$ cat src/cab_pkg.sv
// Shared types and constants of the core's arithmetic, compare and flow-change execution stage.
// Assumes a front end that decodes instructions and fetches register, I/O and pointer operands.
package cab_pkg;

    // ========================================================================
    // Register map of the plain software port
    localparam logic [7:0] ADDR_STACK_POINTER_LOW = 8'h5d;
    localparam logic [7:0] ADDR_STATUS            = 8'h5f;
    localparam logic [7:0] RST_STACK_POINTER_LOW  = 8'hff;
    localparam logic [7:0] RST_STATUS             = 8'h00;
    localparam logic [15:0] RST_PC                = 16'h0000;

    // ========================================================================
    // Status register bit positions
    localparam int unsigned FLG_C = 0;
    localparam int unsigned FLG_Z = 1;
    localparam int unsigned FLG_N = 2;
    localparam int unsigned FLG_V = 3;
    localparam int unsigned FLG_S = 4;
    localparam int unsigned FLG_H = 5;
    localparam int unsigned FLG_T = 6;
    localparam int unsigned FLG_I = 7;

    // ========================================================================
    // Fixed values and counts
    localparam logic [7:0]  ALL_ONES_VALUE = 8'hff;
    localparam logic [7:0]  NEGATE_BASE    = 8'h00;
    localparam logic [15:0] PC_STEP        = 16'h0001;
    localparam logic [15:0] SKIP_SHORT     = 16'h0002;
    localparam logic [15:0] SKIP_LONG      = 16'h0003;
    localparam logic [15:0] CALL_LONG_RET  = 16'h0002;
    localparam logic [7:0]  CALL_STACK_DEC = 8'h02;

    // ========================================================================
    // Operations
    typedef enum logic [5:0] {
        OP_NOP, OP_ADD, OP_ADD_CARRY, OP_WORD_IMMEDIATE_SUM, OP_SUB, OP_SUB_IMM, OP_SUB_CARRY,
        OP_SUB_CARRY_IMM, OP_WORD_IMMEDIATE_DIFF, OP_AND, OP_AND_IMM, OP_OR, OP_OR_IMM, OP_XOR,
        OP_NEGATE, OP_SET_ALL, OP_UNSIGNED_PRODUCT, OP_SIGNED_PRODUCT, OP_MIXED_SIGN_PRODUCT,
        OP_FRACTIONAL_UNSIGNED_PRODUCT, OP_FRACTIONAL_SIGNED_PRODUCT, OP_FRACTIONAL_MIXED_PRODUCT,
        OP_RELATIVE_JUMP, OP_RELATIVE_CALL, OP_POINTER_JUMP, OP_POINTER_CALL, OP_DIRECT_JUMP,
        OP_DIRECT_CALL, OP_EQUAL_COMPARE_SKIP, OP_COMPARE, OP_COMPARE_CARRY, OP_COMPARE_IMM,
        OP_REG_BIT_CLEAR_SKIP, OP_REG_BIT_SET_SKIP, OP_IO_BIT_CLEAR_SKIP, OP_IO_BIT_SET_SKIP,
        OP_STATUS_BIT_SET_BRANCH, OP_STATUS_BIT_CLEAR_BRANCH, OP_TEST, OP_MOVE
    } cab_op_e;

    typedef struct packed {
        logic        valid;
        cab_op_e     op;
        logic [7:0]  a;         // Destination operand, low byte of a word pair
        logic [7:0]  b;         // Source operand, high byte of a word pair
        logic [15:0] k;         // Constant, absolute target or sign-extended offset
        logic [2:0]  sel;       // Bit select
        logic [15:0] pc;        // Address of this instruction
        logic [15:0] zptr;
        logic [7:0]  io_val;
        logic        next_long; // Following instruction is two words
    } cab_req_s;

    typedef struct packed {
        logic        wr_en;
        logic        wr_hi_en;
        logic        to_r1r0;
        logic [7:0]  lo;
        logic [7:0]  hi;
        logic        push_en;
        logic [15:0] push_pc;
    } cab_res_s;

endpackage

$ cat src/cab_exec.sv
// Execution stage for arithmetic, logic, multiply, compare, jump, skip and branch instructions.
// Assumes the front end holds the next request while busy is high and writes results back itself.
`timescale 1ns/1ps

module cab_exec
    import cab_pkg::*;
(
    input  wire logic        ref_clk,
    input  wire logic        rst_n,
    input  wire cab_req_s    req,
    output cab_res_s         res_reg,
    output logic [15:0]      pc_reg,
    output logic [7:0]       status_reg,
    output logic             busy_reg,
    output logic [7:0]       stack_pointer_low_reg,
    input  wire logic [7:0]  reg_addr,
    input  wire logic [7:0]  reg_wdata,
    input  wire logic        reg_wr,
    input  wire logic        reg_rd,
    output logic [7:0]       reg_rdata_reg
);

    // ========================================================================
    // Helpers
    function automatic logic [10:0] arith8(input logic [7:0] x, input logic [7:0] y,
                                           input logic cin, input logic sub);
        logic [8:0] s;
        logic [4:0] hs;
        logic       v;
        s  = sub ? ({1'b0, x} - {1'b0, y} - {8'h00, cin}) : ({1'b0, x} + {1'b0, y} + {8'h00, cin});
        hs = sub ? ({1'b0, x[3:0]} - {1'b0, y[3:0]} - {4'h0, cin})
                 : ({1'b0, x[3:0]} + {1'b0, y[3:0]} + {4'h0, cin});
        v  = sub ? ((x[7] & ~y[7] & ~s[7]) | (~x[7] & y[7] & s[7]))
                 : ((x[7] & y[7] & ~s[7]) | (~x[7] & ~y[7] & s[7]));
        return {hs[4], v, s[8], s[7:0]};
    endfunction

    function automatic logic [7:0] set_flags(input logic [7:0] f, input logic [7:0] r,
                                             input logic z_chain, input logic c, input logic v,
                                             input logic h, input logic upd_ch);
        logic [7:0] g;
        g        = f;
        g[FLG_Z] = (r == 8'h00) & z_chain;
        g[FLG_N] = r[7];
        g[FLG_V] = v;
        g[FLG_S] = r[7] ^ v;
        if (upd_ch) begin
            g[FLG_C] = c;
            g[FLG_H] = h;
        end
        return g;
    endfunction

    // ========================================================================
    // Next-state logic
    logic        accept;
    logic [7:0]  opnd;
    logic        use_cin;
    logic        is_sub;
    logic [10:0] ar;
    logic [16:0] wsum;
    logic [8:0]  mx;
    logic [8:0]  my;
    logic [17:0] prod;
    logic [15:0] p16;
    logic        cond_bit;
    logic        take;
    logic [7:0]  flags_next;
    logic [15:0] pc_next;
    logic        two_next;
    cab_res_s    res_next;

    assign accept = req.valid && !busy_reg;

    always_comb begin
        opnd    = (req.op inside {OP_SUB_IMM, OP_SUB_CARRY_IMM, OP_AND_IMM, OP_OR_IMM, OP_COMPARE_IMM})
                  ? req.k[7:0] : req.b;
        use_cin = req.op inside {OP_ADD_CARRY, OP_SUB_CARRY, OP_SUB_CARRY_IMM, OP_COMPARE_CARRY};
        is_sub  = !(req.op inside {OP_ADD, OP_ADD_CARRY});
        if (req.op == OP_NEGATE) begin
            ar = arith8(NEGATE_BASE, req.a, 1'b0, 1'b1);
        end else begin
            ar = arith8(req.a, opnd, use_cin & status_reg[FLG_C], is_sub);
        end
        wsum = (req.op == OP_WORD_IMMEDIATE_DIFF) ? ({1'b0, req.b, req.a} - {1'b0, req.k})
                                                  : ({1'b0, req.b, req.a} + {1'b0, req.k});
        mx   = (req.op inside {OP_SIGNED_PRODUCT, OP_MIXED_SIGN_PRODUCT, OP_FRACTIONAL_SIGNED_PRODUCT,
                               OP_FRACTIONAL_MIXED_PRODUCT}) ? {req.a[7], req.a} : {1'b0, req.a};
        my   = (req.op inside {OP_SIGNED_PRODUCT, OP_FRACTIONAL_SIGNED_PRODUCT})
               ? {req.b[7], req.b} : {1'b0, req.b};
        prod = 18'($signed(mx) * $signed(my));
        p16  = prod[15:0];
        unique case (req.op)
            OP_REG_BIT_CLEAR_SKIP, OP_REG_BIT_SET_SKIP: cond_bit = req.b[req.sel];
            OP_IO_BIT_CLEAR_SKIP, OP_IO_BIT_SET_SKIP:   cond_bit = req.io_val[req.sel];
            OP_EQUAL_COMPARE_SKIP:                      cond_bit = (req.a == req.b);
            default: begin
                // Signed condition taken from N xor V directly
                cond_bit = (req.sel == 3'(FLG_S)) ? (status_reg[FLG_N] ^ status_reg[FLG_V])
                                                  : status_reg[req.sel];
            end
        endcase
        take = (req.op inside {OP_REG_BIT_CLEAR_SKIP, OP_IO_BIT_CLEAR_SKIP, OP_STATUS_BIT_CLEAR_BRANCH})
               ? !cond_bit : cond_bit;

        flags_next = status_reg;
        pc_next    = req.pc + PC_STEP;
        two_next   = 1'b0;
        res_next   = '0;
        unique case (req.op)
            OP_NOP: ;
            OP_ADD, OP_ADD_CARRY, OP_SUB, OP_SUB_IMM, OP_SUB_CARRY, OP_SUB_CARRY_IMM, OP_NEGATE: begin
                res_next.wr_en = 1'b1;
                res_next.lo    = ar[7:0];
                flags_next     = set_flags(status_reg, ar[7:0], !use_cin || !is_sub || status_reg[FLG_Z],
                                           ar[8], ar[9], ar[10], 1'b1);
            end
            OP_COMPARE, OP_COMPARE_CARRY, OP_COMPARE_IMM: begin
                flags_next = set_flags(status_reg, ar[7:0], !use_cin || status_reg[FLG_Z],
                                       ar[8], ar[9], ar[10], 1'b1);
            end
            OP_WORD_IMMEDIATE_SUM, OP_WORD_IMMEDIATE_DIFF: begin
                res_next.wr_en    = 1'b1;
                res_next.wr_hi_en = 1'b1;
                res_next.lo       = wsum[7:0];
                res_next.hi       = wsum[15:8];
                flags_next[FLG_Z] = (wsum[15:0] == 16'h0000);
                flags_next[FLG_C] = wsum[16];
                flags_next[FLG_N] = wsum[15];
                flags_next[FLG_V] = (req.op == OP_WORD_IMMEDIATE_SUM) ? (~req.b[7] & wsum[15])
                                                                      : (req.b[7] & ~wsum[15]);
                flags_next[FLG_S] = wsum[15] ^ flags_next[FLG_V];
            end
            OP_AND, OP_AND_IMM, OP_OR, OP_OR_IMM, OP_XOR, OP_TEST: begin
                res_next.wr_en = (req.op != OP_TEST);
                res_next.lo    = (req.op inside {OP_AND, OP_AND_IMM, OP_TEST}) ? (req.a & opnd) :
                                 (req.op == OP_XOR) ? (req.a ^ opnd) : (req.a | opnd);
                flags_next     = set_flags(status_reg, res_next.lo, 1'b1, 1'b0, 1'b0, 1'b0, 1'b0);
            end
            OP_SET_ALL: begin
                res_next.wr_en = 1'b1;
                res_next.lo    = ALL_ONES_VALUE;
            end
            OP_MOVE: begin
                res_next.wr_en = 1'b1;
                res_next.lo    = req.b;
            end
            OP_UNSIGNED_PRODUCT, OP_SIGNED_PRODUCT, OP_MIXED_SIGN_PRODUCT: begin
                res_next.wr_en    = 1'b1;
                res_next.wr_hi_en = 1'b1;
                res_next.to_r1r0  = 1'b1;
                {res_next.hi, res_next.lo} = p16;
                flags_next[FLG_C] = p16[15];
                flags_next[FLG_Z] = (p16 == 16'h0000);
            end
            OP_FRACTIONAL_UNSIGNED_PRODUCT, OP_FRACTIONAL_SIGNED_PRODUCT, OP_FRACTIONAL_MIXED_PRODUCT: begin
                res_next.wr_en    = 1'b1;
                res_next.wr_hi_en = 1'b1;
                res_next.to_r1r0  = 1'b1;
                {res_next.hi, res_next.lo} = {p16[14:0], 1'b0};
                flags_next[FLG_C] = p16[15];
                flags_next[FLG_Z] = ({p16[14:0], 1'b0} == 16'h0000);
            end
            OP_RELATIVE_JUMP, OP_RELATIVE_CALL: begin
                pc_next          = req.pc + req.k + PC_STEP;
                res_next.push_en = (req.op == OP_RELATIVE_CALL);
                res_next.push_pc = req.pc + PC_STEP;
            end
            OP_POINTER_JUMP, OP_POINTER_CALL, OP_DIRECT_JUMP, OP_DIRECT_CALL: begin
                pc_next          = (req.op inside {OP_POINTER_JUMP, OP_POINTER_CALL}) ? req.zptr : req.k;
                two_next         = 1'b1;
                res_next.push_en = (req.op inside {OP_POINTER_CALL, OP_DIRECT_CALL});
                res_next.push_pc = req.pc + ((req.op == OP_DIRECT_CALL) ? CALL_LONG_RET : PC_STEP);
            end
            OP_EQUAL_COMPARE_SKIP, OP_REG_BIT_CLEAR_SKIP, OP_REG_BIT_SET_SKIP, OP_IO_BIT_CLEAR_SKIP,
            OP_IO_BIT_SET_SKIP: begin
                if (take) begin
                    pc_next  = req.pc + (req.next_long ? SKIP_LONG : SKIP_SHORT);
                    two_next = 1'b1;
                end
            end
            OP_STATUS_BIT_SET_BRANCH, OP_STATUS_BIT_CLEAR_BRANCH: begin
                if (take) begin
                    pc_next  = req.pc + req.k + PC_STEP;
                    two_next = 1'b1;
                end
            end
        endcase
    end

    // ========================================================================
    // Results, program counter and busy
    always_ff @(posedge ref_clk) begin
        if (!rst_n) begin
            res_reg  <= '0;
            pc_reg   <= RST_PC;
            busy_reg <= 1'b0;
        end else begin
            res_reg  <= accept ? res_next : '0;
            busy_reg <= accept && two_next;
            if (accept) begin
                pc_reg <= pc_next;
            end
        end
    end

    // ========================================================================
    // Status register; an executing instruction wins over a software write
    always_ff @(posedge ref_clk) begin
        if (!rst_n) begin
            status_reg <= RST_STATUS;
        end else if (accept) begin
            status_reg <= flags_next;
        end else if (reg_wr && reg_addr == ADDR_STATUS) begin
            status_reg <= reg_wdata;
        end
    end

    // ========================================================================
    // Stack pointer low byte; calls reserve two bytes for the return address
    always_ff @(posedge ref_clk) begin
        if (!rst_n) begin
            stack_pointer_low_reg <= RST_STACK_POINTER_LOW;
        end else if (accept && res_next.push_en) begin
            stack_pointer_low_reg <= stack_pointer_low_reg - CALL_STACK_DEC;
        end else if (reg_wr && reg_addr == ADDR_STACK_POINTER_LOW) begin
            stack_pointer_low_reg <= reg_wdata;
        end
    end

    // ========================================================================
    // Register read port, data one cycle after the strobe
    always_ff @(posedge ref_clk) begin
        if (!rst_n) begin
            reg_rdata_reg <= 8'h00;
        end else if (reg_rd) begin
            unique case (reg_addr)
                ADDR_STACK_POINTER_LOW: reg_rdata_reg <= stack_pointer_low_reg;
                ADDR_STATUS:            reg_rdata_reg <= status_reg;
                default:                reg_rdata_reg <= 8'h00;
            endcase
        end else begin
            reg_rdata_reg <= 8'h00;
        end
    end
endmodule

$ cat config.mk
export PLATFORM = sky130hd
export DESIGN_NAME = cab_exec
export DESIGN_NICKNAME = d
export VERILOG_FILES = /design/src/cab_pkg.sv /design/src/cab_exec.sv
export SDC_FILE = /design/constraint.sdc
export NUM_CORES = 1
export LEC_CHECK = 0
export BUFFER_PORTS_ARGS = -buffer_cell sky130_fd_sc_hd__buf_2
export CAP_MARGIN = 20
export CORE_ASPECT_RATIO = 0.9
export CORE_MARGIN = 2
export CORE_UTILIZATION = 45
export DETAILED_ROUTE_END_ITERATION = 8
export GPL_TIMING_DRIVEN = 0
export PLACE_DENSITY = 0.64
export SETUP_SLACK_MARGIN = 0.15
export SYNTH_ARGS = -nofsm -noshare
export SYNTH_HDL_FRONTEND = slang
export SYNTH_SLANG_ARGS = --single-unit
$ cat constraint.sdc
create_clock -name ref_clk -period 18.8 [get_ports ref_clk]
set_input_delay 1.88 -clock ref_clk [delete_from_list [all_inputs] [get_ports ref_clk]]
set_output_delay 1.88 -clock ref_clk [all_outputs]
set_load 0.005 [all_outputs]
* Word level (Yosys, flattened, before mapping) *
Cells that the tools add are included.

word-level totals
  register bits after elaboration = 77
  bits of input ports = 103
  output and inout bits = 77
  logic and storage cells = 206

operators by class
  add/subtract/negate cells = 18
  multiply operators = 1
  magnitude comparators = 1
  equal/unequal tests = 49
  multiplexer cells = 42
  bitwise gates (word level) = 28
  reductions and logical operators = 51

operators by type and width
  cell                                                             count
  6-bit by 5-bit == test with 1-bit output, second input constant  16
  16-bit one-hot mux with 4 select lines                           1
  8-bit two-way mux                                                7
  8-bit one-hot mux with 7 select lines                            1
  6-bit by 4-bit == test with 1-bit output, second input constant  8
  6-bit == test, second input constant                             8
  16-bit two-way mux                                               3
  17-bit one-hot mux with 2 select lines                           1
  16-bit by 1-bit adder with 16-bit output, second input constant  2
  16-bit by 2-bit adder with 16-bit output                         2
  16-bit logical NOT                                               2
  9-bit two-way mux                                                3
  6-bit by 3-bit == test with 1-bit output, second input constant  4
  8-bit one-hot mux with 3 select lines                            1
  16-bit by 16-bit adder with 17-bit output                        1
  17-bit two-way mux                                               1
  17-bit OR reduction                                              1
  16-bit by 16-bit subtractor with 17-bit output                   1
  16-bit adder                                                     1
  8-bit by 7-bit == test with 1-bit output, second input constant  2
  8-bit logical NOT                                                2
  9-bit by 9-bit multiplier with 16-bit output                     1
  8-bit one-hot mux with 2 select lines                            1
  15-bit logical NOT                                               1
  other kinds (54)                                                 119

* Logic depth before layout (Yosys ltp) *
  word-level depth = 15
  depth in mapped cells = 24
  mapped depth without buffers = 23

* Worst setup path after synthesis *
No wires, ideal clock.

  kind = input to register
  start = input port req[76] (netlist bit)
  end = register res_reg[23] (netlist bit)
  setup time = 0.126 ns
  data arrival time = 7.436 ns
  data required time = 18.674 ns
  slack = 11.238 ns
  stages on the path = 23
  path through = buf_4 > nor2_1 > xor2_1 > nor3_1 > nand2_1 > fa_1 > fa_1 > inv_1 > fa_1 > fa_1 > inv_1 > fa_1 > inv_1 > ha_1 > nand3_1 > o211ai_1 > nor4_1 > nor3_1 > a21o_1 > a21oi_1 > xnor2_1 > a222oi_1 > nor2_1

between the ends
  cells in the longest elaborated chain, start to end = 5
  elaborated cells on any way between the ends = 18
  classes of those cells = 1 x mul; 8 x eq/ne; 4 x mux; 5 x reduce/logical

ends and longest elaborated chain
  element                                                             line                                             source
  start: declaration                                                  cab_exec.sv:10                                   input wire cab_req_s req,
  6-bit by 5-bit == test with 1-bit output, on equally long branches  cab_exec.sv:87, cab_exec.sv:89, cab_exec.sv:110
  4-bit nonzero test / 2-bit nonzero test (equally long branches)     cab_exec.sv:87, cab_exec.sv:89
  9-bit two-way mux, on equally long branches                         cab_exec.sv:88, cab_exec.sv:90
  9-bit by 9-bit multiplier with 16-bit output                        cab_exec.sv:91                                   prod = 18'($signed(mx) * $signed(my));
  8-bit one-hot mux with 3 select lines (*)                           cab_exec.sv:110                                  unique case (req.op)
  end signal: assignment                                              cab_exec.sv:199                                  res_reg <= accept ? res_next : '0;
  end: declaration                                                    cab_exec.sv:11                                   output cab_res_s res_reg,

Mark *: on every way between the ends. The rest lies on a longest branch, timed or not.
A chain may end at the register's enable or synchronous reset.

* Final worst setup path *
  start = input port req[75] (netlist bit)
  end = register status_reg[1]

between the ends
  cells in the longest elaborated chain, start to end = 8
  elaborated cells on any way between the ends = 26
  classes of those cells = 7 x add/sub; 1 x mul; 8 x mux; 5 x bitwise; 5 x reduce/logical

ends and longest elaborated chain
  element                                                                                                       line             source
  8-bit by 8-bit subtractor with 9-bit output / 8-bit by 8-bit adder with 9-bit output (equally long branches)  cab_exec.sv:30   s = sub ? ({1'b0, x} - {1'b0, y} - {8'h00, cin}) : ({1'b0, x} + {1'b0, y} + {8'h00, cin});
  9-bit by 1-bit subtractor with 9-bit output / 9-bit by 1-bit adder with 9-bit output (equally long branches)  cab_exec.sv:30
  9-bit two-way mux                                                                                             cab_exec.sv:30
  11-bit two-way mux                                                                                            cab_exec.sv:80   if (req.op == OP_NEGATE) begin
  8-bit logical NOT                                                                                             cab_exec.sv:43   g[FLG_Z] = (r == 8'h00) & z_chain;
  1-bit bitwise AND                                                                                             cab_exec.sv:43
  2-bit one-hot mux with 6 select lines (*)                                                                     cab_exec.sv:110
  8-bit two-way mux (*)                                                                                         cab_exec.sv:212  end else if (accept) begin
  end signal: assignment                                                                                        cab_exec.sv:213  status_reg <= flags_next;
  end signal: assignment                                                                                        cab_exec.sv:215  status_reg <= reg_wdata;
  end: declaration                                                                                              cab_exec.sv:13   output logic [7:0] status_reg,

Mark *: on every way between the ends. The rest lies on a longest branch, timed or not. The select of a mux whose other input is x is not followed.

==> results_tabular.tex <==
\begin{tabular}{lr}
\hline
Metric & Value \\
\hline
\multicolumn{2}{l}{\textbf{Power and ir drop}} \\
\quad Total Power & around 0.86 mW \\
\quad P per Cell Area & around 64 nW/um\^{}2 \\
\quad Leakage power total & slightly above 6 nW \\
\quad Max VDD drop & roughly 0.033 mV \\
\multicolumn{2}{l}{\textbf{Final layout}} \\
\quad Reg area & between 1500 and 2000 sq um \\
\quad Proportion of layout cells with a drive suffix above 1 & between 10 and 15\% \\
\quad Number of fill cells in the layout & approximately 2600 \\
\quad Final standard cell utilization of the core & between 50 and 60\% \\
\quad Flip-flop count of the largest register, all copies and words added & 36 \\
\quad Antenna diode count & 0 \\
\quad Number of nets in the layout & 1987 \\
\quad Area taken by multi-input logic gates & 9460 sq um \\
\quad Post-synthesis to final-layout area growth & 13.7\% \\
\multicolumn{2}{l}{\textbf{Floorplan}} \\
\quad Standard-cell rows & 56 \\
\quad Chip Height & around 160 microns \\
\quad Area inside the core boundary & approximately 26000 sq um \\
\quad Number of top-level pins & 180 \\
\quad Full die area & between 20000 and 30000 sq um \\
\quad Initial Utilization & about 46\% \\
\quad Die span in x & 175 microns \\
\multicolumn{2}{l}{\textbf{Critical path}} \\
\quad Required time reported for the critical path endpoint & around 19 ns \\
\quad Start-to-end type of the worst setup path & input port to flop \\
\quad Startpoint of the most critical register-to-register path & status\_reg[0] \\
\quad Critical Path End Type & flop \\
\quad Data arrival at the endpoint of the critical path & just over 9 ns \\
\quad Setup crit start & req[75] \\
\quad Critical path peak fanout & 10 \\
\quad Setup crit start kind & input port \\
\multicolumn{2}{l}{\textbf{Outcome}} \\
\quad Run status & complete, no violations \\
\multicolumn{2}{l}{\textbf{Detailed routing}} \\
\quad Drt first-iter violations & between 1500 and 2000 \\
\quad Vias after detailed routing & roughly 12000 \\
\quad Residual DRC & 0 \\
\quad Number of nets still failing antenna checks after routing & 0 \\
\quad Router iterations before antenna repair & 6 \\
\quad Total routed wirelength & 43800 microns \\
\quad Final routed wire length divided by cell count & around 21 microns \\
\quad Via density & 6.04 \\
\multicolumn{2}{l}{\textbf{Timing}} \\
\quad Share of the clock period used by the worst path & between 40\% and 50\% \\
\quad Final setup viols & 0 \\
\quad Max-slew violation count & 0 \\
\quad Final-layout worst hold slack & around 0.5 ns \\
\quad RSZ-0062 raised after global routing & false \\
\quad Highest clock rate & roughly 0.11 GHz \\
\quad Final Hold Vio Count & 0 \\
\quad Worst Max-Slew Pin Slew & about 1.2 ns \\
\quad Final worst path period need & a little under 9 ns \\
\quad Maximum clock skew at final layout & approximately 0.011 ns \\
\quad Worst slew margin relative to its limit & between 15 and 20\% \\
\quad Setup total negative slack & 0 ns \\
\quad Final WS setup & between 9 and 10 ns \\
\multicolumn{2}{l}{\textbf{Worst hold path}} \\
\quad Hold Crit Class & flop to flop \\
\quad Start point of the worst min-delay path & stack\_pointer\_low\_reg[0] \\
\multicolumn{2}{l}{\textbf{Clock network}} \\
\quad CTS H-Tree Depth & 3 \\
\quad Hold bufs inserted after CTS & 0 \\
\quad Clock buffer depth & 2 \\
\quad Number of gates resized after cts & 0 \\
\quad Number of buffers created by CTS & 9 \\
\quad Postcts setup bufs & 0 \\
\quad Worst-path clk slew & about 0.070 ns \\
\quad Clock Tree Root & sky130\_fd\_sc\_hd\_\_clkbuf\_16 \\
\quad Clock Latency Late Sink & around 0.36 ns \\
\quad Clock tree from TritonCTS & built \\
\quad Number of clock sinks seen by CTS & 77 \\
\multicolumn{2}{l}{\textbf{Yosys}} \\
\quad Total of warnings raised by yosys & 0 \\
\quad Count of flip-flops with a built-in enable after synthesis & 0 \\
\quad Number of synthesized register bits & between 70 and 80 \\
\quad Synthesized-area fraction occupied by xor and xnor cells & 7.32\% \\
\quad Multiplexer area fraction after synthesis & under 10\% \\
\quad Cell types with the largest area share after synthesis & sky130\_fd\_sc\_hd\_\_dfxtp\_1, sky130\_fd\_sc\_hd\_\_fa\_1, sky130\_fd\_sc\_hd\_\_ha\_1 \\
\quad Total standard cell area after synthesis & $\sim$12000 sq um \\
\quad Cell count after synthesis & roughly 1500 \\
\quad Sequential area share after synthesis & about an eighth \\
\quad Area share of fa/ha/maj cells after synthesis & a little under a quarter \\
\quad Leading area contributor after synthesis & sky130\_fd\_sc\_hd\_\_dfxtp\_1 \\
\quad Complex-gate fraction of the synthesized area & around a fifth \\
\quad Simple logic cell fraction of the synthesized area & a little over a fifth \\
\quad Combinational family with the most area after synthesis & adder cells \\
\quad Syn Area/Cell & roughly 8 sq um \\
\quad Synthesized netlist net count & 1800 \\
\quad Async set-reset flop share out of synthesis & 0\% \\
\quad Primary FF master, synth & sky130\_fd\_sc\_hd\_\_dfxtp\_1 \\
\quad Area share of the largest cell type after synthesis & 13.0\% \\
\quad Count of different cell masters after synthesis & 89 \\
\multicolumn{2}{l}{\textbf{GRT}} \\
\quad M2 GR Usage & a little under half \\
\quad Vias in the first global route & roughly 12000 \\
\quad Wire length of the first global-routing pass & about 67000 microns \\
\quad Global routing usage on met3 & 8.77\% \\
\quad Initial antenna violation count & 0 \\
\quad Global routing met1 resource utilization & 45.9\% \\
\quad Layer with the highest usage & met2 \\
\quad Remaining Overflow, GRT & 0 \\
\quad Largest net degree at the start of global routing & 16 \\
\quad Global-route total usage across every layer & around a third \\
\multicolumn{2}{l}{\textbf{Placed design}} \\
\quad Final Wtd Congestion & about 1.0 \\
\quad Count of port buffers added during placement & 176 \\
\quad HPWL after detailed placement & around 36000 microns \\
\quad Worst slack at placement & 9.59 ns \\
\multicolumn{2}{l}{\textbf{Run}} \\
\quad Max capacitance violation total & 0 \\
\hline
\end{tabular}
==> layer usage <==
metal | vias to the layer above | wire [microns] | part of all wire [%]
li1 | 5758 | - | -
met1 | 5849 | 19900 | 46
met2 | 730 | 17900 | 41
met3 | 71 | 5110 | 12
met5 | - | 0 | 0
met4 | 0 | 873 | 2.0
==> cell families after synthesis <==
family	after synthesis
fa+ha+maj	182
buf+inv	213
mux	65
xor+xnor	99
compound gates	373
flops	77
simple gates	506
==> report_power, final <==
part	total (mW)	switching [mW]	internal, mW
clock network	0.195	0.0901	0.105
logic	0.489	0.301	0.188
registers	0.173	0.00394	0.169
==> path summary, 6_finish.rpt <==
kind                                                 end  slack [ns]  cells after the start
worst max register to register             status_reg[1]       14.02                     15
worst min-delay path            stack_pointer_low_reg[0]        0.50                      2
worst min register to register  stack_pointer_low_reg[0]        0.50                      2
worst max-delay path                       status_reg[1]        9.86                     23
==> Yosys cell counts, types with 14 or more instances <==
cell	number
sky130_fd_sc_hd__inv_1	139
sky130_fd_sc_hd__nor2_1	129
sky130_fd_sc_hd__nand2_1	118
sky130_fd_sc_hd__ha_1	112
sky130_fd_sc_hd__a21oi_1	88
sky130_fd_sc_hd__o21ai_0	79
sky130_fd_sc_hd__dfxtp_1	77
sky130_fd_sc_hd__fa_1	70
sky130_fd_sc_hd__clkbuf_1	59
sky130_fd_sc_hd__xnor2_1	57
sky130_fd_sc_hd__and2_1	49
sky130_fd_sc_hd__nand3_1	43
sky130_fd_sc_hd__mux2i_1	42
sky130_fd_sc_hd__xor2_1	42
sky130_fd_sc_hd__nor3_1	36
sky130_fd_sc_hd__nand2b_1	22
sky130_fd_sc_hd__nor2b_1	19
sky130_fd_sc_hd__a211oi_1	18
sky130_fd_sc_hd__a31oi_1	17
sky130_fd_sc_hd__mux2_2	17
sky130_fd_sc_hd__a22oi_1	14
sky130_fd_sc_hd__nor4_1	14
sky130_fd_sc_hd__o221ai_1	14
==> cell type report <==
cell class	count	share of cell area (%)
Buffer	74	2.33
Sequential cell	77	11.4
Timing Repair Buffer	176	6.54
Inverter	139	3.88
Tap cell	348	3.23
Clock inverter	7	0.604
Clock buffer	9	1.67
Multi-Input combinational cell	1225	70.3
==> metrics by stage <==
stage          std cells  cell area, sq um
2_1_floorplan       1515             11800
3_3_place_gp        2039             13200
5_1_grt             2055             13500
4_1_cts             2055             13500
6_report            2055             13500
3_5_place_dp        2039             13200
==> worst max-delay path, stage by stage <==
cell,delay (ns)
sky130_fd_sc_hd__buf_2,0.20
sky130_fd_sc_hd__clkbuf_1,0.52
sky130_fd_sc_hd__inv_1,0.26
sky130_fd_sc_hd__nor3_1,0.95
sky130_fd_sc_hd__nand2_1,0.38
sky130_fd_sc_hd__fa_1,0.71
sky130_fd_sc_hd__inv_1,0.18
sky130_fd_sc_hd__fa_1,0.51
sky130_fd_sc_hd__fa_1,0.49
sky130_fd_sc_hd__inv_1,0.06
sky130_fd_sc_hd__fa_1,0.53
sky130_fd_sc_hd__inv_1,0.05
sky130_fd_sc_hd__ha_1,0.33
sky130_fd_sc_hd__ha_1,0.25
sky130_fd_sc_hd__or3_1,0.37
sky130_fd_sc_hd__o21ai_0,0.08
sky130_fd_sc_hd__a31oi_1,0.09
sky130_fd_sc_hd__a21o_1,0.24
sky130_fd_sc_hd__a21oi_1,0.20
sky130_fd_sc_hd__xnor2_1,0.34
sky130_fd_sc_hd__o21bai_1,0.21
sky130_fd_sc_hd__a31oi_1,0.26
sky130_fd_sc_hd__a211oi_1,0.10
==> cell usage in the layout (no fill, tap or decap), drive strengths merged, types with 17 or more instances in the layout <==
| master | count |
|---|---|
| nand2b | 22 |
| a21oi | 89 |
| nor3 | 36 |
| ha | 112 |
| buf | 191 |
| nor2b | 19 |
| mux2i | 43 |
| mux2 | 17 |
| nand3 | 44 |
| fa | 70 |
| inv | 142 |
| o21ai | 88 |
| nand2 | 119 |
| xor2 | 42 |
| a211oi | 19 |
| clkbuf | 68 |
| xnor2 | 57 |
| a31oi | 18 |
| dfxtp | 77 |
| nor2 | 130 |
| and2 | 50 |
Note: power is estimated with default switching activity, not from simulation.
